### config.mk
export PLATFORM = sky130hd
export DESIGN_NAME = aphi_top
export DESIGN_NICKNAME = d
export VERILOG_FILES = /design/src/hw/aphi_top.v /design/src/hw/aphi_quad.v
export VERILOG_INCLUDE_DIRS = /design/src /design/src/pkg
export SDC_FILE = /design/constraint.sdc
export NUM_CORES = 2
export LEC_CHECK = 0
export BUFFER_PORTS_ARGS = -buffer_cell sky130_fd_sc_hd__buf_2
export CORE_MARGIN = 4
export CORE_UTILIZATION = 55
export CTS_BUF_LIST = sky130_fd_sc_hd__clkbuf_2
export DETAILED_ROUTE_END_ITERATION = 8
export HOLD_SLACK_MARGIN = 0.02
export PLACE_DENSITY = 0.72
export SLEW_MARGIN = 20
export SYNTH_ARGS = -nofsm -noshare
export SYNTH_HDL_FRONTEND = slang
export SYNTH_SLANG_ARGS = --single-unit
export TNS_END_PERCENT = 1
### constraint.sdc
create_clock -name pclk -period 16.9 [get_ports pclk]
set_clock_uncertainty 0.1 [all_clocks]
set_input_delay 4.225 -clock pclk [delete_from_list [all_inputs] [get_ports pclk]]
set_output_delay 4.225 -clock pclk [all_outputs]
set_load 0.05 [all_outputs]
### src/pkg/aphi_defs.vh
// Register map, field layout, reset values and codes of the phasing sequencer
`ifndef APHI_DEFS_VH
`define APHI_DEFS_VH
// ----------------------------------------
// Register byte offsets
// ----------------------------------------
`define APHI_OFS_CTRL 8'h00
`define APHI_OFS_OUTFMT 8'h04
`define APHI_OFS_PHASES 8'h08
`define APHI_OFS_CPC 8'h0C
`define APHI_OFS_METHOD 8'h10
`define APHI_OFS_LOOP 8'h14
`define APHI_OFS_SETTLE 8'h18
`define APHI_OFS_DRIVE 8'h1C
`define APHI_OFS_STATUS 8'h20
`define APHI_OFS_POSITION 8'h24
`define APHI_OFS_POLARITY 8'h28
`define APHI_OFS_IDXCORR 8'h2C
// ----------------------------------------
// Field positions
// ----------------------------------------
`define APHI_CTRL_START 0
`define APHI_CTRL_UPDATE 1
`define APHI_ST_DONE 0
`define APHI_ST_INVALID 1
`define APHI_ST_BUSY 2
`define APHI_POL_A 0
`define APHI_POL_B 1
`define APHI_POL_IDX 2
// ----------------------------------------
// Codes and reset values
// ----------------------------------------
`define APHI_FMT_DAC 2'h0
`define APHI_FMT_PWM_SM 2'h1
`define APHI_FMT_PWM_5050 2'h2
`define APHI_METHOD_ALGO 1'h0
`define APHI_RST_PHASES 2'h3
`define APHI_RST_CPC 16'h0400
`define APHI_RST_SETTLE 32'h00000FA0
`define APHI_SECTORS 4'hC
`define APHI_SECTOR_ALIGN 4'h0
`define APHI_SECTOR_QUARTER 4'h3
`define APHI_SHIFT_3PH 4'h4
`define APHI_SHIFT_2PH 4'h3
`endif

### src/hw/aphi_top.v
// Algorithmic phase initialization sequencer with APB registers and commutation
`timescale 1ns/1ns
`default_nettype none
`include "aphi_defs.vh"
module aphi_top #(
	parameter AW = 8,
	parameter SW = 32
) (
	// Clock, reset, enable
	input wire pclk,
	input wire presetn,
	input wire ce,
	// APB slave
	input wire psel,
	input wire penable,
	input wire pwrite,
	input wire [AW-1:0] paddr,
	input wire [31:0] pwdata,
	output reg [31:0] prdata_q,
	output reg pready_q,
	output reg pslverr_q,
	// Encoder pins
	input wire enc_a,
	input wire enc_b,
	input wire enc_idx,
	// Servo filter command for closed loop
	input wire [15:0] servo_cmd,
	// Amplifier outputs
	output reg [15:0] phase_a_q,
	output reg [15:0] phase_b_q,
	output reg [15:0] phase_c_q,
	output reg [2:0] phase_sign_q,
	output reg [2:0] fmt_sel_q
);
	// Sequencer states, one-hot
	localparam [2:0] S_IDLE = 3'b001;
	localparam [2:0] S_STEP1 = 3'b010;
	localparam [2:0] S_STEP2 = 3'b100;

	reg [2:0] state_q;
	reg [1:0] outfmt_q;
	reg [1:0] phases_q;
	reg [15:0] cpc_q;
	reg method_q;
	reg loop_on_q;
	reg [SW-1:0] settle_q;
	reg [15:0] drive_q;
	reg [15:0] applied_q;
	reg [2:0] pol_q;
	reg idxcorr_q;
	reg done_q;
	reg invalid_q;
	reg [SW-1:0] wait_q;
	reg [31:0] pos_q;
	reg [31:0] pos_mark_q;
	reg [15:0] acc_q;
	reg [3:0] sector_q;
	reg [3:0] ref_sector_q;
	reg [15:0] ref_acc_q;
	reg ref_valid_q;
	wire step_up;
	wire step_dn;
	wire index_hit;
	wire wr_en;
	wire acc_start;
	wire start_req;
	wire update_req;
	wire busy;

	// -----------------------------------------
	// Encoder front end
	// -----------------------------------------
	aphi_quad u_quad (
		.pclk(pclk),
		.presetn(presetn),
		.ce(ce),
		.enc_a(enc_a),
		.enc_b(enc_b),
		.enc_idx(enc_idx),
		.pol(pol_q),
		.step_up_q(step_up),
		.step_dn_q(step_dn),
		.index_hit_q(index_hit)
	);

	// -----------------------------------------
	// APB access: one wait state, pready from a flop
	// -----------------------------------------
	assign wr_en = psel & penable & pready_q & pwrite;
	// First access cycle of any transfer, read or write
	assign acc_start = psel & penable & ~pready_q;
	assign start_req = wr_en && paddr == `APHI_OFS_CTRL && pwdata[`APHI_CTRL_START];
	assign update_req = wr_en && paddr == `APHI_OFS_CTRL && pwdata[`APHI_CTRL_UPDATE];
	assign busy = ~state_q[0];

	// Read data and error latched in the first access cycle
	always @(posedge pclk or negedge presetn) begin
		if (!presetn) begin
			pready_q <= 1'b0;
			prdata_q <= 32'h00000000;
			pslverr_q <= 1'b0;
		end else if (ce) begin
			pready_q <= acc_start;
			if (acc_start) begin
				pslverr_q <= 1'b0;
				prdata_q <= 32'h00000000;
				case (paddr)
				`APHI_OFS_CTRL: prdata_q <= 32'h00000000;
				`APHI_OFS_OUTFMT: prdata_q <= {30'h0, outfmt_q};
				`APHI_OFS_PHASES: prdata_q <= {30'h0, phases_q};
				`APHI_OFS_CPC: prdata_q <= {16'h0, cpc_q};
				`APHI_OFS_METHOD: prdata_q <= {31'h0, method_q};
				`APHI_OFS_LOOP: prdata_q <= {31'h0, loop_on_q};
				`APHI_OFS_SETTLE: prdata_q <= settle_q;
				`APHI_OFS_DRIVE: prdata_q <= {{16{drive_q[15]}}, drive_q};
				`APHI_OFS_STATUS: prdata_q <= {29'h0, busy, invalid_q, done_q};
				`APHI_OFS_POSITION: prdata_q <= pos_q;
				`APHI_OFS_POLARITY: prdata_q <= {29'h0, pol_q};
				`APHI_OFS_IDXCORR: prdata_q <= {31'h0, idxcorr_q};
				default: pslverr_q <= 1'b1;
				endcase
			end else begin
				pslverr_q <= 1'b0;
			end
		end
	end

	// Writable settings; unmapped writes answer with an error, read-only writes are ignored without one
	always @(posedge pclk or negedge presetn) begin
		if (!presetn) begin
			outfmt_q <= `APHI_FMT_DAC;
			phases_q <= `APHI_RST_PHASES;
			cpc_q <= `APHI_RST_CPC;
			method_q <= `APHI_METHOD_ALGO;
			loop_on_q <= 1'b0;
			settle_q <= `APHI_RST_SETTLE;
			drive_q <= 16'h0000;
			applied_q <= 16'h0000;
			pol_q <= 3'h0;
			idxcorr_q <= 1'b0;
		end else if (ce) begin
			if (wr_en) begin
				case (paddr)
				// Code 3 is not a format, so it is ignored
				`APHI_OFS_OUTFMT: if (pwdata[1:0] != 2'h3) outfmt_q <= pwdata[1:0];
				// Only two or three phases are accepted
				`APHI_OFS_PHASES: if (pwdata[1]) phases_q <= pwdata[1:0];
				// Zero would stall the angle tracker, so it is refused
				`APHI_OFS_CPC: if (pwdata[15:0] != 16'h0000) cpc_q <= pwdata[15:0];
				`APHI_OFS_METHOD: method_q <= pwdata[0];
				`APHI_OFS_LOOP: loop_on_q <= pwdata[0];
				`APHI_OFS_SETTLE: settle_q <= pwdata[SW-1:0];
				`APHI_OFS_DRIVE: drive_q <= pwdata[15:0];
				`APHI_OFS_POLARITY: pol_q <= pwdata[2:0];
				`APHI_OFS_IDXCORR: idxcorr_q <= pwdata[0];
				default: ;
				endcase
			end
			// Open-loop level takes effect only on update
			if (update_req) begin
				applied_q <= drive_q;
			end
		end
	end

	// -----------------------------------------
	// Phasing sequencer: two excitations, each held for the settle time
	// -----------------------------------------
	always @(posedge pclk or negedge presetn) begin
		if (!presetn) begin
			state_q <= S_IDLE;
			wait_q <= {SW{1'b0}};
			done_q <= 1'b0;
			invalid_q <= 1'b0;
			pos_mark_q <= 32'h00000000;
		end else if (ce) begin
			case (state_q)
			S_IDLE: begin
				// Hall and other methods are not handled here
				if (start_req && method_q == `APHI_METHOD_ALGO) begin
					state_q <= S_STEP1;
					wait_q <= settle_q;
					done_q <= 1'b0;
					invalid_q <= 1'b0;
				end
			end
			S_STEP1: begin
				// Rotor pulled to the zero angle
				if (wait_q == {SW{1'b0}}) begin
					state_q <= S_STEP2;
					wait_q <= settle_q;
					pos_mark_q <= pos_q;
				end else begin
					wait_q <= wait_q - 1'b1;
				end
			end
			S_STEP2: begin
				// Field advanced a quarter turn; positive drive must raise the count
				if (wait_q == {SW{1'b0}}) begin
					state_q <= S_IDLE;
					done_q <= 1'b1;
					invalid_q <= ($signed(pos_q - pos_mark_q) <= 0);
				end else begin
					wait_q <= wait_q - 1'b1;
				end
			end
			default: state_q <= S_IDLE;
			endcase
		end
	end

	// -----------------------------------------
	// Position and electrical angle tracking
	// -----------------------------------------
	// Angle is tracked in twelfths of a cycle by error accumulation, avoiding a divider
	always @(posedge pclk or negedge presetn) begin
		if (!presetn) begin
			pos_q <= 32'h00000000;
			acc_q <= 16'h0000;
			sector_q <= 4'h0;
			ref_sector_q <= 4'h0;
			ref_acc_q <= 16'h0000;
			ref_valid_q <= 1'b0;
		end else if (ce) begin
			if (step_up) begin
				pos_q <= pos_q + 32'h00000001;
			end else if (step_dn) begin
				pos_q <= pos_q - 32'h00000001;
			end
			if (state_q == S_STEP2 && wait_q == {SW{1'b0}}) begin
				// Rotor rests at the quarter angle: that is the derived phasing
				sector_q <= `APHI_SECTOR_QUARTER;
				acc_q <= 16'h0000;
				ref_valid_q <= 1'b0;
			end else if (index_hit && idxcorr_q && done_q) begin
				// First index sets the reference, later ones remove lost counts
				if (ref_valid_q) begin
					sector_q <= ref_sector_q;
					acc_q <= ref_acc_q;
				end else begin
					ref_sector_q <= sector_q;
					ref_acc_q <= acc_q;
					ref_valid_q <= 1'b1;
				end
			end else if (step_up) begin
				if ({12'h0, `APHI_SECTORS} + acc_q >= cpc_q) begin
					acc_q <= acc_q + {12'h0, `APHI_SECTORS} - cpc_q;
					sector_q <= sec_add(sector_q, 4'h1);
				end else begin
					acc_q <= acc_q + {12'h0, `APHI_SECTORS};
				end
			end else if (step_dn) begin
				if (acc_q < {12'h0, `APHI_SECTORS}) begin
					acc_q <= acc_q + cpc_q - {12'h0, `APHI_SECTORS};
					sector_q <= sec_add(sector_q, `APHI_SECTORS - 4'h1);
				end else begin
					acc_q <= acc_q - {12'h0, `APHI_SECTORS};
				end
			end
		end
	end

	// -----------------------------------------
	// Commutation and output formatting
	// -----------------------------------------
	// Sector sum modulo twelve
	function [3:0] sec_add;
		input [3:0] a;
		input [3:0] b;
		reg [4:0] s;
		begin
			s = {1'b0, a} + {1'b0, b};
			sec_add = (s >= {1'b0, `APHI_SECTORS}) ? s[3:0] - `APHI_SECTORS : s[3:0];
		end
	endfunction

	// Sine at 30 degree steps, full scale 32767
	function [15:0] sine12;
		input [3:0] k;
		begin
			case (k)
			4'h1, 4'h5: sine12 = 16'h4000;
			4'h2, 4'h4: sine12 = 16'h6EDA;
			4'h3: sine12 = 16'h7FFF;
			4'h7, 4'hB: sine12 = 16'hC000;
			4'h8, 4'hA: sine12 = 16'h9126;
			4'h9: sine12 = 16'h8001;
			default: sine12 = 16'h0000;
			endcase
		end
	endfunction

	// Scale the signed command by the phase sine
	function [15:0] scale;
		input [15:0] cmd;
		input [15:0] s;
		reg [31:0] p;
		begin
			p = $signed(cmd) * $signed(s);
			scale = p[30:15];
		end
	endfunction

	reg [15:0] cmd_sel;
	reg [3:0] ang;
	reg [3:0] shift;
	reg [15:0] va;
	reg [15:0] vb;
	reg [15:0] vc;
	// Command source: phasing drive, servo when closed loop, else applied level
	always @* begin
		cmd_sel = busy ? drive_q : (loop_on_q ? servo_cmd : applied_q);
		ang = busy ? (state_q[1] ? `APHI_SECTOR_ALIGN : `APHI_SECTOR_QUARTER) : sector_q;
		shift = phases_q[0] ? `APHI_SHIFT_3PH : `APHI_SHIFT_2PH;
		// Signed command as a fraction of full power; sign sets direction
		va = scale(cmd_sel, sine12(ang));
		vb = scale(cmd_sel, sine12(sec_add(ang, shift)));
		vc = phases_q[0] ? scale(cmd_sel, sine12(sec_add(ang, shift + shift))) : 16'h0000;
	end

	// Magnitude with sign
	function [15:0] mag;
		input [15:0] v;
		begin
			mag = v[15] ? (~v + 16'h0001) : v;
		end
	endfunction

	// Encode per format: DAC signed, sign/magnitude, or offset around half scale
	always @(posedge pclk or negedge presetn) begin
		if (!presetn) begin
			phase_a_q <= 16'h0000;
			phase_b_q <= 16'h0000;
			phase_c_q <= 16'h0000;
			phase_sign_q <= 3'h0;
			fmt_sel_q <= 3'h1;
		end else if (ce) begin
			fmt_sel_q <= {outfmt_q == `APHI_FMT_PWM_5050, outfmt_q == `APHI_FMT_PWM_SM,
				outfmt_q == `APHI_FMT_DAC};
			phase_sign_q <= {vc[15], vb[15], va[15]};
			case (outfmt_q)
			`APHI_FMT_PWM_SM: begin
				phase_a_q <= mag(va);
				phase_b_q <= mag(vb);
				phase_c_q <= mag(vc);
			end
			`APHI_FMT_PWM_5050: begin
				phase_a_q <= va ^ 16'h8000;
				phase_b_q <= vb ^ 16'h8000;
				phase_c_q <= phases_q[0] ? (vc ^ 16'h8000) : 16'h0000;
			end
			default: begin
				phase_a_q <= va;
				phase_b_q <= vb;
				phase_c_q <= vc;
			end
			endcase
		end
	end
endmodule
`default_nettype wire

### src/hw/aphi_quad.v
// Quadrature decoder with channel inversion and gated index detection
`timescale 1ns/1ns
`default_nettype none
module aphi_quad (
	// Clock, reset, enable
	input wire pclk,
	input wire presetn,
	input wire ce,
	// Encoder pins and polarity
	input wire enc_a,
	input wire enc_b,
	input wire enc_idx,
	input wire [2:0] pol,
	// Decoded events
	output reg step_up_q,
	output reg step_dn_q,
	output reg index_hit_q
);
	wire a_l;
	wire b_l;
	wire idx_l;
	wire [1:0] ph_now;
	reg [1:0] ph_q;
	reg primed_q;
	// Inverting one channel reverses the counting direction
	assign a_l = enc_a ^ pol[0];
	assign b_l = enc_b ^ pol[1];
	// Index is active low unless inverted
	assign idx_l = ~enc_idx ^ pol[2];
	// Binary position within one quadrature cycle, decoded from the Gray pair
	assign ph_now = {b_l, a_l ^ b_l};

	// -----------------------------------------
	// Step and index detection
	// -----------------------------------------
	always @(posedge pclk or negedge presetn) begin
		if (!presetn) begin
			ph_q <= 2'h0;
			primed_q <= 1'b0;
			step_up_q <= 1'b0;
			step_dn_q <= 1'b0;
			index_hit_q <= 1'b0;
		end else if (ce) begin
			ph_q <= ph_now;
			// First sample after reset only loads the phase, so no false step
			primed_q <= 1'b1;
			step_up_q <= primed_q & (ph_now == ph_q + 2'h1);
			step_dn_q <= primed_q & (ph_now == ph_q - 2'h1);
			// Capture only with index, A and B all active; inverting A or B can block it
			index_hit_q <= idx_l & a_l & b_l;
		end
	end
endmodule
`default_nettype wire

# Word level (Yosys, flattened, before mapping)
# Memory sizes are Yosys's and may differ from the RTL's.
# Cells that the tools add are included.
[word_totals]
rom_bits = 768
word_cells = 206
output_inout_bits = 88
regBits = 325
mem_count = 3
[classes]
muxes = 51
add_sub_neg = 23
mul = 3
bitwise_logic = 23
order_cmp = 7
eq_ne = 24
n_reduce_logical = 38
[memory_table]
columns = ["memory", "depth", "word_bits", "rd", "rd_clocked_by_memory_dff", "wr", "line", "source"]
rows = [
  ["(name not given)", 16, 16, 1, 0, 0, "aphi_top.v:281", "case (k)"],
  ["(name not given)", 16, 16, 1, 0, 0, "aphi_top.v:281", ""],
  ["(name not given)", 16, 16, 1, 0, 0, "aphi_top.v:281", ""],
]
[op_table]
columns = ["cell", "n"]
rows = [
  ["$pmux 32 s11", 1],
  ["$mux 16", 14],
  ["$mux 32", 5],
  ["$pmux 16 s2", 3],
  ["$pmux 32 s3", 1],
  ["$mul 16x16->31", 3],
  ["$sub 32x1->32 const B", 2],
  ["$add 16x1->16 const B", 3],
  ["$mux 4", 12],
  ["$not 16->16", 3],
  ["$add 32x1->32 const B", 1],
  ["$eq 8x5->1 const B", 4],
  ["$eq 8x6->1 const B", 4],
  ["$le 32x1->1 const B", 1],
  ["$logic_not 32->1", 1],
  ["$sub 16x4->16 const B", 2],
  ["$sub 32x32->32", 1],
  ["$reduce_and 4->1", 7],
  ["$reduce_and 3->1", 8],
  ["$ge 5x4->1 const B", 4],
  ["$add 16x16->16", 1],
  ["$add 16x4->16 const B", 1],
  ["$eq 8x4->1 const B", 2],
  ["$ge 16x16->1", 1],
  ["other kinds (37)", 84],
]

# Longest topological paths before layout
# An unclocked memory read counts as a cell.
[depth]
word_depth = 12
depth_mapped = 49
mapped_depth_nobuf = 43

# Modules after synthesis
# A second synthesis with hierarchy kept.
[unflattened]
cells_unflattened = 5201
area_unflattened_um2 = 47476.8
[modules_own_cells]
columns = ["mod", "n_inst", "area_per_inst_um2", "cells_per_inst"]
rows = [
  ["aphi_top", 1, 47137.7, 5172],
  ["aphi_quad", 1, 339.1, 29],
]

# Worst setup path before layout
# Ideal clock, no wire load.
[synth_timing]
kind = "input -> register"
start = "input port servo_cmd[1]"
end = "register phase_a_q[14]"
cell_stages = 29
slack_ps = 5382
t_arrival_ps = 11294
path_cell_list = "mux2_1 > mux2i_1 > clkbuf_1 > nor2_1 > fa_1 > inv_1 > fa_1 > inv_1 > ha_1 > inv_1 > fa_1 > fa_1 > fa_1 > inv_1 > ha_1 > or4_1 > a221o_1 > a31o_2 > a311o_1 > a41o_1 > nand2_2 > a21oi_2 > a21o_1 > a311oi_2 > buf_4 > o31a_1 > nor3b_1 > a311oi_1 > nor2_1"
[synth_between]
elab_chain_len = 7
[synth_lines]
columns = ["item", "line", "source"]
rows = [
  ["from (decl)", "aphi_top.v:27", "input wire [15:0] servo_cmd,"],
  ["$mux 16 (*) (2 in series)", "aphi_top.v:312", "cmd_sel = busy ? drive_q : (loop_on_q ? servo_cmd : applied_q);"],
  ["$mul 16x16->31 (*)", "aphi_top.v:299", "p = $signed(cmd) * $signed(s);"],
  ["$not 16->16", "aphi_top.v:325", "mag = v[15] ? (~v + 16'h0001) : v;"],
  ["$add 16x1->16", "aphi_top.v:325", ""],
  ["$mux 16", "aphi_top.v:325", ""],
  ["$pmux 16 s2 (*)", "aphi_top.v:341", "case (outfmt_q)"],
  ["to (signal assigned)", "aphi_top.v:343", "phase_a_q <= mag(va);"],
  ["to (signal assigned)", "aphi_top.v:348", "phase_a_q <= va ^ 16'h8000;"],
  ["to (signal assigned)", "aphi_top.v:353", "phase_a_q <= va;"],
  ["to (decl)", "aphi_top.v:29", "output reg [15:0] phase_a_q,"],
]
# Mark *: on every way between the ends. The rest lies on a longest branch, timed or not.
# A chain may end at the register's enable or synchronous reset.

# Worst setup path in the final report
[layout_timing]
start = "register phases_q[0]"
end = "register phase_c_q[13]"
[layout_between]
elab_chain_len = 12
[layout_lines]
columns = ["item", "line", "source"]
rows = [
  ["from (decl)", "aphi_top.v:42", "reg [1:0] phases_q;"],
  ["from (signal assigned)", "aphi_top.v:132", "phases_q <= `APHI_RST_PHASES;"],
  ["from (signal assigned)", "aphi_top.v:147", "`APHI_OFS_PHASES: if (pwdata[1]) phases_q <= pwdata[1:0];"],
  ["$mux 3 (no source line)", "n/a", ""],
  ["$add 3x3->4", "aphi_top.v:318", "vc = phases_q[0] ? scale(cmd_sel, sine12(sec_add(ang, shift + shift))) : 16'h0000;"],
  ["$add 4x4->5", "aphi_top.v:272", "s = {1'b0, a} + {1'b0, b};"],
  ["$sub 4x4->4 (no source line) or $ge 5x4->1 (tied branches)", "n/a", ""],
  ["$mux 4", "aphi_top.v:273", "sec_add = (s >= {1'b0, `APHI_SECTORS}) ? s[3:0] - `APHI_SECTORS : s[3:0];"],
  ["$mem_v2 16x16", "n/a", ""],
  ["$mul 16x16->31", "aphi_top.v:299", ""],
  ["$mux 16", "aphi_top.v:318", ""],
  ["$not 16->16", "aphi_top.v:325", ""],
  ["$add 16x1->16", "aphi_top.v:325", ""],
  ["$mux 16", "aphi_top.v:325", ""],
  ["$pmux 16 s2 (*)", "aphi_top.v:341", ""],
  ["to (signal assigned)", "aphi_top.v:345", "phase_c_q <= mag(vc);"],
  ["to (signal assigned)", "aphi_top.v:350", "phase_c_q <= phases_q[0] ? (vc ^ 16'h8000) : 16'h0000;"],
  ["to (signal assigned)", "aphi_top.v:355", "phase_c_q <= vc;"],
  ["to (decl)", "aphi_top.v:31", "output reg [15:0] phase_c_q,"],
]
# Marks and branches as above.

==> reports/results.tsv <==
metric	value	unit
status	finished clean	
htree depth	3	
clock-pin slew on the worst setup and hold paths	0.11	ns
I/O pins	153	
post_cts resized	0	
die height	301	µm
Top FF cell, synth	dfrtp_1	
Slew Viols, Final	0	
gr usage total	30.4	%
dominant cells by area after synthesis	fa_1 (30%), dfrtp_1 (17%), ha_1 (9.5%), inv_1 (8.1%), mux2_2 (3.5%)	
Post-CTS Hold Buffers	0	
crit path DAT	13.57	ns
fin crit period	12.55	ns
placer congestion estimate	0.988	
Rows	107	
worst hold path class	reg2reg	
Synth cell types	111	
data required time of the critical path	17.92	ns
CTS tree	done	
dominant cell type by area after synthesis	fa_1	
Yosys Warn Count	0	
TNS Setup	0	ns
Post-CTS Setup Bufs	0	
Final Cycle Share	74.3	%
critical path type	reg2reg	
Post-synth EDFFs	0	
starting density of the core	55.5	%
vias in the first global route	38765	
maximum buffer depth of the clock tree	3	
Critical Path Source	phases_q[0]	
# setup viols final	0	
cell count after synthesis	5198	
synth cell count leaders	inv_1 (1017), fa_1 (705), nand2_1 (427)	
Crit. End Element	flip-flop	
clock sink total	325	
DR WL/cell	20.7	µm
Post-DRT Antenna Nets	0	
first-pass GRT wire length	216000	µm
antenna violations before repair	8	
count leader, synth	inv_1	
via count	37905	
Worst setup SP type	flip-flop	
Synth top area share	29.8	%
post-synthesis sequential area ratio	17.2	%
Yosys reg bits	325	
HP Start	u_quad.primed_q	
Mapped Nets	6329	
Die ar.	90900	µm²
Clock Latency Late Sink	1.25	ns
pin count of the biggest net entering global routing	159	
post-synthesis async set-or-reset flop share	100	%
RSZ-0062 raised after global routing	false	
CP max stage cell	dfstp_2	
1st-iter DRT viols	3056	
Hold Violations, Final	0	
Mapped Area	47400	µm²
Pre-antenna DRT Iters	6	
slew margin rel.	25.0	%
core region area	85300	µm²
worst-path maximum fanout	35	
GRT overflow	0	
Net count, final	6450	
layout cell share with drive strength beyond 1	11.3	%
# fillers	7529	
most used cell, CP	fa_1	
number of buffers added on ports	152	
synthesized area per cell	9.11	µm²
reg2reg start	phases_q[0]	
Root Driver	clkbuf_2	
WL final	135000	µm
CTS Buf Count	90	
crit-path max cell delay	1.08	ns
synthesis-to-finish area growth	6.01	%
Vias/cell	5.80	
fmax	79.7	MHz
# DRC	0	
Slew @ Worst Pin	1.12	ns
Detail Placement HPWL	109000	µm
Max-cap violations	0	
Die Wd	301	µm
==> critical path, delay by kind of cell (launching register included) <==
family / cells / cell delay (ns)
adder cells (fa/ha/maj): 10 / 4.58
buffers and inverters: 7 / 1.25
flip-flops: 1 / 1.08
XOR/XNOR: 1 / 0.24
AO/OA/AOI/OAI: 13 / 3.04
AND/OR/NAND/NOR: 6 / 2.13
==> sequential cells by signal (all words and copies together), names as in the netlist, 2 cells and up <==
name          cells
ref_sector_q      4
outfmt_q          2
state_q           3
phase_b_q        16
settle_q         32
applied_q        16
wait_q           32
pol_q             3
fmt_sel_q         3
prdata_q         32
cpc_q            16
phase_c_q        16
pos_q            32
phase_sign_q      3
phase_a_q        16
ref_acc_q        16
pos_mark_q       32
drive_q          16
acc_q            16
u_quad.ph_q       2
sector_q          4
==> cell usage in the layout, fill, tap and decap left out, drive strengths merged, types with 21 or more instances in the layout <==
cell type and instances:
xor2 62, o21a 29, nor4 42, nor3 86, a22oi 24, mux2i 34, nand2 430, a221oi 33
ha 361, clkinv 21, o31ai 21, or3 24, and3 25, o21ai 263, a31oi 39, o22ai 23
dfrtp 315, and2 28, nor2b 28, clkbuf 135, mux2 148, xnor2 136, buf 216, fa 705
nand4 35, nand2b 39, nor2 357, a21oi 243, inv 1025, o211ai 29, or2 33, a21o 73
nand3 63
==> cell type report <==
| class | instances | area, µm² | area share, % |
|---|---|---|---|
| well taps | 1144 | 1430 | 2.85 |
| flip-flops and latches | 325 | 8150 | 16.2 |
| multi-input cells | 3662 | 34700 | 69.1 |
| clock buffers | 135 | 676 | 1.35 |
| diodes | 7 | 17.5 | 0.0349 |
| inverters | 1024 | 3840 | 7.66 |
| repair buffers | 216 | 1270 | 2.52 |
| clock inverters | 23 | 141 | 0.282 |
==> stage by stage <==
step	cell area [µm²]	hold WS, ns	worst slack, ns	instances	utilization, %
2_1_floorplan	47400	0.337	5.38	5198	-
3_3_place_gp	49400	0.357	4.09	6371	57.9
3_5_place_dp	49400	0.352	3.94	6371	57.9
4_1_cts	50200	0.375	4.51	6529	58.8
5_1_grt	50200	0.393	3.68	6534	58.9
6_report	50200	0.375	4.35	6536	58.9
==> worst paths after layout <==
check	endpoint	depth (start not counted)	slack, ns
min	u_quad.primed_q	1	0.37
min reg2reg	u_quad.primed_q	1	0.37
min in group asynchronous	settle_q[22]	1	2.92
max reg2reg	phase_c_q[13]	37	4.35
max	phase_c_q[13]	37	4.35
max in group asynchronous	phase_b_q[2]	3	11.71
==> kinds of logic (layout without fill, tap and decap cells) <==
logic type	after synthesis	count (layout)	share of synthesized area, %
AOI/OAI and AO/OA	970	970	13.4
xor gates and xnor gates	201	201	3.88
adders and majority gates	1067	1067	39.4
buffers and inverters	1211	1398	9.71
DFF	325	325	17.2
muxes	182	182	4.25
other	0	7	0
and+or+nand+nor	1242	1242	12.2
==> metal layers <==
metal  GRT usage (%)  vias up  routed length (µm)
met2            47.9     1418               61400
met3            6.90      329               11400
li1                -    17285                   -
met4            11.6        2                5790
met1            41.3    18871               56500
met5               0        -                  13
Power is left out: the tool's default activity adds up to more than one toggle a clock period on the data nets, which glitch-free logic cannot reach.
